`src/core/tcif_pkg.sv`:
```
// Purpose: shared constants and types of the timer compare interrupt flag block
// Assumes: AHB-Lite word access, one clock hclk at 50 MHz
// Notes:   three 8-bit flag/enable groups plus control, status and mask words
package tcif_pkg;

  // register byte offsets
  localparam logic [7:0] TCIF_OFS_GRP0 = 8'h00;
  localparam logic [7:0] TCIF_OFS_GRP1 = 8'h04;
  localparam logic [7:0] TCIF_OFS_GRP2 = 8'h08;
  localparam logic [7:0] TCIF_OFS_CTRL = 8'h0C;
  localparam logic [7:0] TCIF_OFS_STAT = 8'h10;
  localparam logic [7:0] TCIF_OFS_MASK = 8'h14;

  // group register field positions
  localparam int unsigned TCIF_BIT_STD_CMPA_FLAG  = 7;
  localparam int unsigned TCIF_BIT_STD_PER_FLAG   = 6;
  localparam int unsigned TCIF_BIT_PER_CMPA_FLAG  = 5;
  localparam int unsigned TCIF_BIT_PER_PER_FLAG   = 4;
  localparam int unsigned TCIF_BIT_STD_CMPA_EN    = 3;
  localparam int unsigned TCIF_BIT_STD_PER_EN     = 2;
  localparam int unsigned TCIF_BIT_PER_CMPA_EN    = 1;
  localparam int unsigned TCIF_BIT_PER_PER_EN     = 0;
  localparam int unsigned TCIF_FLAG_LSB           = 4;
  localparam int unsigned TCIF_CTRL_GIE_BIT       = 0;

  // implemented bits per group
  localparam logic [7:0] TCIF_IMPL_FULL = 8'hFF;
  localparam logic [7:0] TCIF_IMPL_PER  = 8'h33;

  // reset values
  localparam logic [7:0]  TCIF_RST_GRP  = 8'h00;
  localparam logic [2:0]  TCIF_RST_STAT = 3'h0;
  localparam logic [2:0]  TCIF_RST_MASK = 3'h0;
  localparam logic [31:0] TCIF_RST_DATA = 32'h0000_0000;

  // bus encodings and group count
  localparam int unsigned TCIF_HTRANS_XFER_BIT = 1;
  localparam logic        TCIF_HRESP_OKAY      = 1'b0;
  localparam int unsigned TCIF_NUM_GRP         = 3;

  // events of one group, one bit each, same clock as the block
  typedef struct packed {
    logic std_cmpa;
    logic std_period;
    logic per_cmpa;
    logic per_period;
  } tcif_grp_evt_t;

  typedef enum logic [1:0] {
    BUS_IDLE,
    BUS_WRITE,
    BUS_READ
  } tcif_bus_st_t;

endpackage : tcif_pkg

```
`src/core/tcif_group.sv`:
```
// Purpose: one 8-bit flag/enable group register with its combined request
// Assumes: events and writes come from logic on the same clock
// Notes:   flags in bits 7..4, enables in bits 3..0, bits outside the mask read 0
`timescale 1ns/1ns
module tcif_group #(
  parameter logic [7:0] IMPL_MASK = 8'hFF
) (
  // clock and reset
  input  wire logic                   hclk,
  input  wire logic                   hresetn,
  // software write
  input  wire logic                   wr_en,
  input  wire logic [7:0]             wr_data,
  // timer events
  input  wire tcif_pkg::tcif_grp_evt_t evt,
  // state
  output logic      [7:0]             value,
  output logic                        req
);

  typedef struct packed {
    logic [7:0] grp;
  } tcif_grp_state_t;

  tcif_grp_state_t st_reg;
  tcif_grp_state_t st_next;
  logic      [7:0] evt_bits;

  always_comb begin
    evt_bits = {evt, 4'h0};
    st_next  = st_reg;
    if (wr_en) begin
      st_next.grp = wr_data;
    end
    st_next.grp = (st_next.grp | evt_bits) & IMPL_MASK;
  end

  always_ff @(posedge hclk or negedge hresetn) begin
    if (!hresetn) begin
      st_reg.grp <= tcif_pkg::TCIF_RST_GRP;
    end else begin
      st_reg <= st_next;
    end
  end

  assign value = st_reg.grp & IMPL_MASK;
  assign req   = |(value[7:tcif_pkg::TCIF_FLAG_LSB] & value[tcif_pkg::TCIF_FLAG_LSB-1:0]);

endmodule : tcif_group

```
`src/core/tcif_top.sv`:
```
// Purpose: timer compare-match interrupt flag registers behind an AHB-Lite slave
// Assumes: timer events are same-clock pulses or levels; word accesses only
// Notes:   reads take one wait state, writes none; response is always OKAY
//
// Notes on behaviour
// - group0 bit7: std timer0 compare-A flag
// - group0 bit6: std timer0 period flag
// - group0 bits5,4: periodic timer0 flags
// - group0 bits3,2: std timer0 enables
// - group0 bits1,0: periodic timer0 enables
// - group1 bits7,6: std timer1 flags
// - group1 bits5,4: periodic timer1 flags
// - group1 bits3,2: std timer1 enables
// - group1 bits1,0: periodic timer1 enables
// - group2 bits5,4: periodic timer2 flags
// - group2 bits1,0: periodic timer2 enables
// - group2 bits7,6,3,2 read zero, unwritable
// - flag sets even while disabled
// - global enable low blocks irq; group_req is not gated by it
`timescale 1ns/1ns
module tcif_top (
  // clock and reset
  input  wire logic                    hclk,
  input  wire logic                    hresetn,
  // ahb-lite slave
  input  wire logic                    hsel,
  input  wire logic [31:0]             haddr,
  input  wire logic [1:0]              htrans,
  input  wire logic                    hwrite,
  input  wire logic [2:0]              hsize,
  input  wire logic [31:0]             hwdata,
  input  wire logic                    hready,
  output logic      [31:0]             hrdata,
  output logic                         hreadyout,
  output logic                         hresp,
  // timer events
  input  wire tcif_pkg::tcif_grp_evt_t evt_grp0,
  input  wire tcif_pkg::tcif_grp_evt_t evt_grp1,
  input  wire logic                    per_timer2_cmpa_evt,
  input  wire logic                    per_timer2_period_evt,
  // requests to the cpu
  output logic      [2:0]              group_req,
  output logic                         irq
);

  typedef struct packed {
    tcif_pkg::tcif_bus_st_t bus_st;
    logic [7:0]             addr;
    logic                   addr_hit;
    logic                   word_ok;
    logic [31:0]            rdata;
    logic                   readyout;
    logic                   resp;
    logic                   gie;
    logic [2:0]             status;
    logic [2:0]             mask;
    logic [2:0]             group_req;
    logic                   irq;
  } tcif_top_state_t;

  tcif_top_state_t        st_reg;
  tcif_top_state_t        st_next;

  // group wiring
  logic [7:0]             grp_value [tcif_pkg::TCIF_NUM_GRP];
  logic [2:0]             grp_req;
  logic [2:0]             grp_wr;
  tcif_pkg::tcif_grp_evt_t evt_grp2;

  // bus decode helpers
  logic                   addr_phase;
  logic                   wr_phase;
  logic                   rd_phase;
  logic [31:0]            rd_mux;

  // group2 has no standard timer, its std events stay low
  always_comb begin
    evt_grp2            = '0;
    evt_grp2.per_cmpa   = per_timer2_cmpa_evt;
    evt_grp2.per_period = per_timer2_period_evt;
  end

  assign addr_phase = hsel & hready & htrans[tcif_pkg::TCIF_HTRANS_XFER_BIT];
  assign wr_phase   = (st_reg.bus_st == tcif_pkg::BUS_WRITE) & st_reg.addr_hit & st_reg.word_ok;
  assign rd_phase   = (st_reg.bus_st == tcif_pkg::BUS_READ);

  // group write strobes in the write data phase
  always_comb begin
    grp_wr    = 3'b000;
    grp_wr[0] = wr_phase & (st_reg.addr == tcif_pkg::TCIF_OFS_GRP0);
    grp_wr[1] = wr_phase & (st_reg.addr == tcif_pkg::TCIF_OFS_GRP1);
    grp_wr[2] = wr_phase & (st_reg.addr == tcif_pkg::TCIF_OFS_GRP2);
  end

  tcif_group #(
    .IMPL_MASK (tcif_pkg::TCIF_IMPL_FULL)
  ) u_grp0 (
    .hclk    (hclk),
    .hresetn (hresetn),
    .wr_en   (grp_wr[0]),
    .wr_data (hwdata[7:0]),
    .evt     (evt_grp0),
    .value   (grp_value[0]),
    .req     (grp_req[0])
  );

  tcif_group #(
    .IMPL_MASK (tcif_pkg::TCIF_IMPL_FULL)
  ) u_grp1 (
    .hclk    (hclk),
    .hresetn (hresetn),
    .wr_en   (grp_wr[1]),
    .wr_data (hwdata[7:0]),
    .evt     (evt_grp1),
    .value   (grp_value[1]),
    .req     (grp_req[1])
  );

  tcif_group #(
    .IMPL_MASK (tcif_pkg::TCIF_IMPL_PER)
  ) u_grp2 (
    .hclk    (hclk),
    .hresetn (hresetn),
    .wr_en   (grp_wr[2]),
    .wr_data (hwdata[7:0]),
    .evt     (evt_grp2),
    .value   (grp_value[2]),
    .req     (grp_req[2])
  );

  // read data selection, unmapped words read zero
  always_comb begin
    rd_mux = tcif_pkg::TCIF_RST_DATA;
    if (st_reg.addr_hit) begin
      case (st_reg.addr)
        tcif_pkg::TCIF_OFS_GRP0: begin
          rd_mux[7:0] = grp_value[0];
        end
        tcif_pkg::TCIF_OFS_GRP1: begin
          rd_mux[7:0] = grp_value[1];
        end
        tcif_pkg::TCIF_OFS_GRP2: begin
          rd_mux[7:0] = grp_value[2];
        end
        tcif_pkg::TCIF_OFS_CTRL: begin
          rd_mux[tcif_pkg::TCIF_CTRL_GIE_BIT] = st_reg.gie;
        end
        tcif_pkg::TCIF_OFS_STAT: begin
          rd_mux[2:0] = st_reg.status;
        end
        tcif_pkg::TCIF_OFS_MASK: begin
          rd_mux[2:0] = st_reg.mask;
        end
        default: begin
          rd_mux = tcif_pkg::TCIF_RST_DATA;
        end
      endcase
    end
  end

  always_comb begin
    st_next      = st_reg;
    st_next.resp = tcif_pkg::TCIF_HRESP_OKAY;

    // bus sequencing
    case (st_reg.bus_st)
      tcif_pkg::BUS_IDLE,
      tcif_pkg::BUS_WRITE: begin
        st_next.bus_st   = tcif_pkg::BUS_IDLE;
        st_next.readyout = 1'b1;
        if (addr_phase) begin
          st_next.addr     = haddr[7:0];
          st_next.addr_hit = (haddr[31:8] == 24'h00_0000);
          st_next.word_ok  = (hsize == 3'b010);
          if (hwrite) begin
            st_next.bus_st = tcif_pkg::BUS_WRITE;
          end else begin
            // one wait state so the read sees the last write
            st_next.bus_st   = tcif_pkg::BUS_READ;
            st_next.readyout = 1'b0;
          end
        end
      end
      tcif_pkg::BUS_READ: begin
        st_next.bus_st   = tcif_pkg::BUS_IDLE;
        st_next.readyout = 1'b1;
        st_next.rdata    = rd_mux;
      end
      default: begin
        st_next.bus_st   = tcif_pkg::BUS_IDLE;
        st_next.readyout = 1'b1;
      end
    endcase

    // control and mask writes
    if (wr_phase && st_reg.addr == tcif_pkg::TCIF_OFS_CTRL) begin
      st_next.gie = hwdata[tcif_pkg::TCIF_CTRL_GIE_BIT];
    end
    if (wr_phase && st_reg.addr == tcif_pkg::TCIF_OFS_MASK) begin
      st_next.mask = hwdata[2:0];
    end

    // status clears on read, a new request in the same cycle wins
    if (rd_phase && st_reg.addr_hit && st_reg.addr == tcif_pkg::TCIF_OFS_STAT) begin
      st_next.status = tcif_pkg::TCIF_RST_STAT;
    end
    st_next.status = st_next.status | grp_req;

    st_next.group_req = grp_req;
    st_next.irq = st_reg.gie & (|(st_reg.status & st_reg.mask));
  end

  always_ff @(posedge hclk or negedge hresetn) begin
    if (!hresetn) begin
      st_reg.bus_st    <= tcif_pkg::BUS_IDLE;
      st_reg.addr      <= tcif_pkg::TCIF_OFS_GRP0;
      st_reg.addr_hit  <= 1'b0;
      st_reg.word_ok   <= 1'b0;
      st_reg.rdata     <= tcif_pkg::TCIF_RST_DATA;
      st_reg.readyout  <= 1'b1;
      st_reg.resp      <= tcif_pkg::TCIF_HRESP_OKAY;
      st_reg.gie       <= 1'b0;
      st_reg.status    <= tcif_pkg::TCIF_RST_STAT;
      st_reg.mask      <= tcif_pkg::TCIF_RST_MASK;
      st_reg.group_req <= 3'b000;
      st_reg.irq       <= 1'b0;
    end else begin
      st_reg <= st_next;
    end
  end

  assign hrdata    = st_reg.rdata;
  assign hreadyout = st_reg.readyout;
  assign hresp     = st_reg.resp;
  assign group_req = st_reg.group_req;
  assign irq       = st_reg.irq;

endmodule : tcif_top

```
`config.mk`:
```
export PLATFORM = sky130hd
export DESIGN_NAME = tcif_top
export DESIGN_NICKNAME = d
export VERILOG_FILES = /design/src/core/tcif_pkg.sv /design/src/core/tcif_group.sv /design/src/core/tcif_top.sv
export SDC_FILE = /design/constraint.sdc
export NUM_CORES = 1
export LEC_CHECK = 0
export ABC_AREA = 0
export BUFFER_PORTS_ARGS = -buffer_cell sky130_fd_sc_hd__buf_2
export CAP_MARGIN = 0
export CORE_MARGIN = 4
export CORE_UTILIZATION = 51
export DETAILED_ROUTE_END_ITERATION = 10
export GPL_TIMING_DRIVEN = 0
export PLACE_DENSITY = 0.86
export SETUP_SLACK_MARGIN = 0.05
export SYNTH_ARGS = -nofsm -noshare
export SYNTH_HDL_FRONTEND = slang
export SYNTH_HIERARCHICAL = 1
export SYNTH_SLANG_ARGS = --single-unit
```
`constraint.sdc`:
```
create_clock -name hclk -period 3.3 [get_ports hclk]
set_clock_uncertainty 0.05 [all_clocks]
set_input_delay 0.66 -clock hclk [delete_from_list [all_inputs] [get_ports hclk]]
set_output_delay 0.66 -clock hclk [all_outputs]
set_load 0.01 [all_outputs]
```
======== Word-level counts from Yosys, hierarchy flattened ========
Index checks and enable logic that the tools add are counted.
storage, ports and cells
  bits in registers ....................... 76
  output and inout port bits .............. 38
cells by class
  equal/unequal tests ..................... 8
  mux-type cells .......................... 14
  bitwise logic cells ..................... 16
  reduce and logical (&&, ||, !) cells .... 13
operators by type and width
  kind                                           number
  logical NOT 24 bit                             1
  two-way mux 8 bit                              3
  == test 8 x 4 -> 1 bit, second input constant  2
  == test 8 x 5 -> 1 bit, second input constant  2
  bitwise OR 8 bit                               2
  case mux 5 bit (3 select lines)                1
  two-way mux 12 bit                             1
  OR reduction 4 bit                             3
  case mux 2 bit (5 select lines)                1
  AND 1 bit                                      8
  AND 4 bit                                      2
  == test 8 x 3 -> 1 bit, second input constant  1
  logical NOT 8 bit                              1
  two-way mux 6 bit                              1
  bitwise OR 6 bit                               1
  case mux 1 bit (6 select lines)                1
  logical AND 1 bit                              4
  two-way mux 2 bit                              2
  AND 3 bit                                      1
  == test 3 x 2 -> 1 bit, second input constant  1
  two-way mux 1 bit                              3
  two-way mux 3 bit                              1
  bitwise OR 3 bit                               1
  OR reduction 3 bit                             1
  6 further kinds                                6

======== Depth between registers and ports, before layout ========
Gate-level depths: netlist of the first run.
  depth in word-level cells ............... 6
  gate-level depth with buffers ........... 6
  depth with buffers taken out ............ 5

======== Modules after synthesis ========
The synthesis of the first run kept the hierarchy.
by module, submodules not included
  module                   instances  cells each  area an instance (um^2)  sequential area each (um^2)
  tcif_top                 1          170         1,801.7                  802.0
  tcif_group (u_grp0 ...)  2          24          335.3                    200.2
  tcif_group (u_grp2)      1          16          195.2                    100.1

======== Worst setup path before layout of the first run ========
OpenSTA, ideal clock, no wires.
  path kind ............................... reg2reg
  start ................................... reg st_reg[48] (netlist name)
  end ..................................... reg u_grp0.st_reg (netlist bit u_grp0/value[0])
  setup time .............................. 0.125 ns
  arrival time ............................ 1.989 ns
  required time ........................... 3.125 ns
  setup slack ............................. 1.136 ns
  cell stages (with the launch flop) ...... 6
  buffers on the path ..................... 1
  period minus slack after synthesis ...... 2.164 ns
  path through ............................ dfrtp_1 nor4_4 or4b_4 nor3_1 buf_6 mux2_2
on the way
  longest elaborated chain between the ends .. 4
ends and longest elaborated chain
  item                    RTL line          source
  from (decl)             tcif_top.sv:61    tcif_top_state_t st_reg;
  from (signal assigned)  tcif_top.sv:228   st_reg <= st_next;
  logical NOT 8 bit       tcif_top.sv:90    grp_wr[0] = wr_phase & (st_reg.addr == tcif_pkg::TCIF_OFS_GRP0);
  AND 1 bit               tcif_top.sv:90
  named net grp_wr[0]     tcif_top.sv:67    logic [2:0] grp_wr;
  two-way mux 8 bit       tcif_group.sv:32  if (wr_en) begin
  bitwise OR 8 bit        tcif_group.sv:35  st_next.grp = (st_next.grp | evt_bits) & IMPL_MASK;
  to (signal assigned)    tcif_group.sv:42  st_reg <= st_next;
  to (decl)               tcif_group.sv:25  tcif_grp_state_t st_reg;
The timed path passes the listed nets, and every way through them passes these cells.
A chain may end at the register's enable or synchronous reset.

======== Final worst setup path of the first run ========
  start ................................... reg st_reg[48] (netlist name)
  end ..................................... reg u_grp2/st_reg[0] (netlist name)
on the way
  longest elaborated chain between the ends .. 4
ends and longest elaborated chain
  item                    RTL line          source
  == test 8 x 4 -> 1 bit  tcif_top.sv:92    grp_wr[2] = wr_phase & (st_reg.addr == tcif_pkg::TCIF_OFS_GRP2);
  AND 1 bit               tcif_top.sv:92
  named net grp_wr[2]     tcif_top.sv:67
  two-way mux 6 bit       tcif_group.sv:32
  bitwise OR 6 bit        tcif_group.sv:35
  to (signal assigned)    tcif_group.sv:42
  to (decl)               tcif_group.sv:25
The timed path passes the listed nets, and every way through them passes these cells.

==> flow_summary_export.csv, run 1 <==
group,metric,value,unit
die,floorplan.die_area,0.00645,mm2
sta,rsz_0062_raised_after_global_routing,"false",
layout,diodes,0,
global_route,grt_first_pass_wirelength,8.64,mm
logic_synthesis,netlist_instances,234,
clock_network,clk_transition_reported_paths,90,ps
sta,timing_max_transition_violations_final,0,
layout,nets,423,
sta,totalNegativeSetupSlack,0,ps
global_route,grt_usage,17.7,%
logic_synthesis,synthesis.yosys.warnings,6,
clock_network,h_tree_depth,2,
logic_synthesis,synth-edff-count,0,
place,gp_congestion,0.828,
logic_synthesis,yosysSeqAreaShare,48.8,%
layout,most-common-layout-cells,"sky130_fd_sc_hd__buf_2 (72), sky130_fd_sc_hd__dfrtp_1 (51), sky130_fd_sc_hd__buf_4 (41), sky130_fd_sc_hd__conb_1 (29), sky130_fd_sc_hd__mux2_2 (21)",
worst_setup_path,cp-start-kind,"register",
die,ios,122,
clock_network,cts_num_sinks,52,
run_status,outcome,"complete, no violations",
worst_setup_path,timing.critical_path.arrival,2530,ps
sta,finalHoldViolCount,0,
worst_setup_path,critical_path_peak_fanout,6,
sta,report.final.setup_viol,0,
layout,layout.cells.most_common,"sky130_fd_sc_hd__buf_2",
route,post-route-drc-count,0,
min_path,worst_hold_path_type,"register to register",
sta,fin_crit_sh,72.2,%
layout,final_layout_size_suffix_gt1_share,44.7,%
worst_setup_path,worstSetupEndpointType,"register",
place,dp_hpwl,4.37,mm
sta,layout_min_cycle_time,2380,ps
place,number_of_input_and_output_port_buffers_inserted,71,
die,core,0.00507,mm2
worst_setup_path,crit_path_cell_trace,"nor4_4 > or4b_4 > nor2_1 > mux2_2",
global_route,grt_antenna_before_repair,0,
clock_network,maximum_buffer_depth_of_the_clock_tree,2,
clock_network,insertion_delay,320,ps
route,drtIter0Drc,92,
sta,worst_slew_margin_rel,25.8,%
power_and_ir_drop,static-leakage-power,1.69,nW
layout,final.fill_count,418,
power_and_ir_drop,power_density,386,mW/mm2
die,fp.dieW,80.3,um
layout,stdcell_count,410,
power_and_ir_drop,irDropWorstVdd,0.228,mV
route,antenna_left,0,
sta,tightestPinTransition,1110,ps
clock_network,post_cts_resized,0,
logic_synthesis,yosys_most_used_dff,"sky130_fd_sc_hd__dfrtp_1",
logic_synthesis,synth-seq-cells,52,
route,wl_per_cell,13.9,um
route,route.final.wire_length,5.69,mm
clock_network,root_buffer_master,"sky130_fd_sc_hd__clkbuf_8",
worst_setup_path,cpMaxStageDelayCell,"sky130_fd_sc_hd__or4b_4",
route,route.vias.total,1960,
die,initial_core_util,52.6,%
route,drt_pass1_iterations,4,
global_route,first_global_vias,1807,
logic_synthesis,synth-async-reset-ratio,100,%
die,floorplan.rows,26,
worst_setup_path,crit_required,3450,ps
logic_synthesis,average_cell_area_after_synthesis,11.4,um2
layout,syn2layout_area_growth,24.1,%
worst_setup_path,timing.setup.critical_path_class,"register to register",
logic_synthesis,mappedNetlistArea,0.00267,mm2
global_route,grt_overflow,0,
clock_network,tritoncts_clock_tree,"built",
flow_run,max-cap-violations,0,
route,vias_per_cell,4.78,
global_route,largest_net_degree_at_the_start_of_global_routing,53,
clock_network,cts_buffers,5,
die,die_height,80.3,um
worst_setup_path,crit_path_max_incr_delay,550,ps
sta,fmaxAchievable,420,MHz
logic_synthesis,synth.lib_cells_used.distinct,35,
clock_network,cts-hold-fix-buffers,0,
layout,largest_register_ff_count,19,
clock_network,post_cts_setup_repair_buffer_count,0,
place,post-place-cells,402,
==> power breakdown <==
| part | switching, mW | internal (mW) | leakage [nW] |
|---|---|---|---|
| clock | 0.215 | 0.170 | 0.0434 |
| sequential | 0.0199 | 0.661 | 0.652 |
| combinational | 0.108 | 0.105 | 0.992 |
| total | 0.342 | 0.936 | 1.69 |
==> final cells by class <==
cell class                 instances  area, um2  share of cell area [%]
clock buffer                       6       82.6                    2.50
timing repair buffer              71        355                    10.7
multi-input combinational        159       1110                    33.5
sequential                        52       1300                    39.4
buffer                            48        350                    10.6
inverter                           2       7.51                   0.227
clock inverter                     2       15.0                   0.454
tap                               70       87.6                    2.65
==> final timing paths <==
check                      depth (start not counted)  startpoint  slack (ps)               end
setup reg to reg                                   4  st_reg[48]         920  u_grp2/st_reg[0]
hold reg to reg                                    2   hrdata[7]         440         hrdata[7]
min in group asynchronous                          1     hresetn         490   u_grp0/value[4]
hold / removal                                     2   hrdata[7]         440         hrdata[7]
setup / recovery                                   4  st_reg[48]         920  u_grp2/st_reg[0]
max in group asynchronous                          1     hresetn        2010        st_reg[56]
==> synth_stat cells, types with 4 or more instances <==
library cell / number / area [um2]
sky130_fd_sc_hd__clkbuf_1: 4 / 15.0
sky130_fd_sc_hd__o21ai_0: 6 / 30.0
sky130_fd_sc_hd__dfrtp_1: 51 / 1280
sky130_fd_sc_hd__nor4_1: 6 / 37.5
sky130_fd_sc_hd__a22oi_1: 4 / 30.0
sky130_fd_sc_hd__nand2_1: 16 / 60.1
sky130_fd_sc_hd__buf_4: 41 / 308
sky130_fd_sc_hd__a21oi_1: 5 / 25.0
sky130_fd_sc_hd__nor2_1: 12 / 45.0
sky130_fd_sc_hd__mux2_2: 21 / 236
sky130_fd_sc_hd__nor2b_1: 14 / 87.6
sky130_fd_sc_hd__a211o_1: 10 / 87.6
sky130_fd_sc_hd__mux2i_1: 7 / 70.1
==> routing by layer <==
layer | vias to the layer above | global-route usage (%) | wire [um]
met2 | 49 | 30.0 | 2930
met3 | 6 | 3.70 | 247
met4 | 0 | 5.57 | 87
met1 | 937 | 22.7 | 2430
li1 | 968 | - | -
met5 | - | 0 | 0
==> worst max-delay path, delay by kind of cell, from the launching register on <==
kind | cells | cell delay [ps]
DFF | 1 | 410
muxes | 1 | 400
and+or+nand+nor | 3 | 1410
==> cells by family (layout without fill, tap and decap cells) <==
logic type             Yosys count  after routing  share of synthesized area, %
AND/OR/NAND/NOR                 64             64                          13.7
flip-flops                      52             52                          48.8
buffers and inverters           50            129                          13.4
AO/OA/AOI/OAI                   34             34                          9.33
multiplexers                    32             32                          14.4
other                            2             29                         0.282
==> metrics by stage <==
step                util [%]  hold slack (ps)  power, mW  setup slack (ps)  instance area (um2)
floorplan                  -              314      0.828              1140                 2770
global placement        63.3              419      0.898               991                 3210
detailed placement      63.3              426      0.904               939                 3210
CTS                     65.2              448       1.28               925                 3310
global route            65.2              473       1.34               812                 3310
finish                  65.2              436       1.28               916                 3310
Note: power is estimated with default switching activity, not from simulation.
==> run 2: changes to the inputs <==
--- a/config.mk
+++ b/config.mk
@@ -9,10 +9,10 @@
 export BUFFER_PORTS_ARGS = -buffer_cell sky130_fd_sc_hd__buf_2
 export CAP_MARGIN = 0
 export CORE_MARGIN = 4
-export CORE_UTILIZATION = 51
+export CORE_UTILIZATION = 47
 export DETAILED_ROUTE_END_ITERATION = 10
 export GPL_TIMING_DRIVEN = 0
-export PLACE_DENSITY = 0.86
+export PLACE_DENSITY = 0.8
 export SETUP_SLACK_MARGIN = 0.05
 export SYNTH_ARGS = -nofsm -noshare
 export SYNTH_HDL_FRONTEND = slang
==> constraint.sdc (replaced) <==
create_clock -name hclk -period 2.26 [get_ports hclk]
set_clock_uncertainty 0.05 [all_clocks]
set_input_delay 0.452 -clock hclk [delete_from_list [all_inputs] [get_ports hclk]]
set_output_delay 0.452 -clock hclk [all_outputs]
set_load 0.01 [all_outputs]
==> run 2 against run 1 <==
Compared with the run above: power grew 45%; sequential power up 46%; final area rose by 1.6%; combinational power is 50% higher; first-iteration DRC count grew 22%; critical path depth up 1; global-route usage decreased by 1.5 points; hold slack worse by 160 ps; setup slack lost 860 ps; sequential share of layout area is 0.63 points lower; utilization shrank 4.1 points; clock power increased by 42%.
==> flow_summary_export.csv, run 2 (synthesis gave the netlist of run 1 again) <==
group,metric,value,unit
layout,final_layout_size_suffix_gt1_share,45.8,%
power_and_ir_drop,design_power_total,1.86,mW
layout,nets,428,
worst_setup_path,crit_required,2400,ps
min_path,worst_hold_path_type,"input port to register",
clock_network,cts_buffers,5,
route,route.final.wire_length,5.53,mm
global_route,first_global_vias,1971,
sta,timing_max_transition_violations_final,0,
sta,tightestPinTransition,1100,ps
route,drtIter0Drc,112,
flow_run,max-cap-violations,0,
sta,finalHoldViolCount,0,
run_status,outcome,"complete, no violations",
clock_network,cts_num_sinks,52,
route,wl_per_cell,13.3,um
clock_network,tritoncts_clock_tree,"built",
die,floorplan.die_area,0.00694,mm2
global_route,grt_antenna_before_repair,0,
sta,fmaxAchievable,455,MHz
global_route,grt_first_pass_wirelength,9.11,mm
clock_network,h_tree_depth,2,
clock_network,insertion_delay,310,ps
sta,fin_crit_sh,97.3,%
sta,layout_min_cycle_time,2200,ps
layout,diodes,0,
route,antenna_left,0,
worst_setup_path,cp-start-kind,"register",
layout,largest_register_ff_count,19,
sta,worst_slew_margin_rel,26.7,%
route,route.vias.total,1952,
sta,rsz_0062_raised_after_global_routing,"true",
global_route,largest_net_degree_at_the_start_of_global_routing,53,
die,initial_core_util,48.4,%
layout,layout.cells.most_common,"sky130_fd_sc_hd__buf_2",
sta,hold-worst-slack,273,ps
sta,report.final.setup_viol,0,
worst_setup_path,timing.critical_path.arrival,2340,ps
layout,final_core_util,61.1,%
power_and_ir_drop,irDropWorstVdd,0.314,mV
layout,most-common-layout-cells,"sky130_fd_sc_hd__buf_2 (72), sky130_fd_sc_hd__dfrtp_1 (51), sky130_fd_sc_hd__buf_4 (46), sky130_fd_sc_hd__conb_1 (29), sky130_fd_sc_hd__mux2_2 (21)",
route,drt_pass1_iterations,4,
layout,syn2layout_area_growth,26.1,%
place,number_of_input_and_output_port_buffers_inserted,71,
route,post-route-drc-count,0,
die,die_height,83.3,um
worst_setup_path,critical_path_peak_fanout,10,
place,postPlaceCellArea,0.00321,mm2
global_route,grt_usage,16.2,%
worst_setup_path,worstSetupEndpointType,"register",
clock_network,clk_transition_reported_paths,90,ps
place,dp_hpwl,4.32,mm
power_and_ir_drop,power_density,552,mW/mm2
die,fp.dieW,83.3,um
place,gp_congestion,0.829,
global_route,grt_overflow,0,
layout,stdcell_area,0.00336,mm2
worst_setup_path,timing.setup.critical_path_class,"register to register",
die,floorplan.rows,27,
die,ios,122,
power_and_ir_drop,static-leakage-power,1.72,nW
clock_network,maximum_buffer_depth_of_the_clock_tree,2,
clock_network,root_buffer_master,"sky130_fd_sc_hd__clkbuf_8",
route,vias_per_cell,4.68,
die,core,0.00551,mm2
## run 2: cell count changes in the layout (fill, tap and decap cells not counted)
cell,before,now
sky130_fd_sc_hd__buf_4,41,46
sky130_fd_sc_hd__buf_6,2,1
sky130_fd_sc_hd__buf_8,0,1
sky130_fd_sc_hd__clkbuf_1,4,5
sky130_fd_sc_hd__clkinvlp_4,2,1
sky130_fd_sc_hd__nor2_1,12,11
sky130_fd_sc_hd__nor2_2,1,2
sky130_fd_sc_hd__nor3_1,2,1
sky130_fd_sc_hd__nor3_4,0,1
## run 2: metrics by stage
step | setup TNS (ps) | instances | setup slack [ps]
after floorplan | 0 | 261 | 96.1
after global placement | -299 | 404 | -58.2
after detailed placement | -304 | 404 | -66.0
after CTS | 0 | 413 | 51.0
after global routing | 0 | 417 | 14.3
final | 0 | 417 | 60.2
## run 2: worst max-delay path: stages, from the launching register on
cell                      delay (ps)
sky130_fd_sc_hd__dfrtp_1         410
sky130_fd_sc_hd__nor4_4          320
sky130_fd_sc_hd__or4b_4          550
sky130_fd_sc_hd__and2b_2         280
sky130_fd_sc_hd__buf_8           140
sky130_fd_sc_hd__mux2_2          330
## run 2: final timing paths
path,slack [ps],endpoint,cells past startpoint,from
setup / recovery,60,u_grp1/value[2],5,st_reg[48]
hold / removal,270,st_reg[56],2,hwrite
setup reg to reg,60,u_grp1/value[2],5,st_reg[48]
hold reg to reg,440,hrdata[7],2,hrdata[7]
max in group asynchronous,1190,group_req[1],1,hresetn
min in group asynchronous,300,u_grp0/value[4],1,hresetn
## run 2: area by class of cell
class	instances	area [um2]
Tap cell	72	90.1
Sequential cell	52	1300
Clock inverter	1	7.51
Clock buffer	7	86.3
Inverter	2	7.51
Timing Repair Buffer	76	393
Fill cell	463	2140
Multi-Input combinational cell	159	1120
Buffer	48	354
## run 2: metal layers
layer | vias up | global-route usage, % | share of wire [%]
met5 | - | 0 | 0
met4 | 0 | 5.65 | 1.4
met3 | 6 | 4.46 | 6.2
met2 | 61 | 27.3 | 51
met1 | 907 | 20.0 | 41
li1 | 978 | - | -
## run 2: repair_timing
action	4_1_cts	5_1_grt
setup buffers	1	4
pin swaps	1	1
endpoints found under the setup margin	14	8
hold buffers	0	0
gates resized for setup	2	2
## run 2: power by group
group          switching [mW]  internal [mW]  total (mW)
Sequential             0.0281          0.965       0.993
Combinational           0.162          0.156       0.318
Clock                   0.297          0.249       0.546
Total                   0.487           1.37        1.86
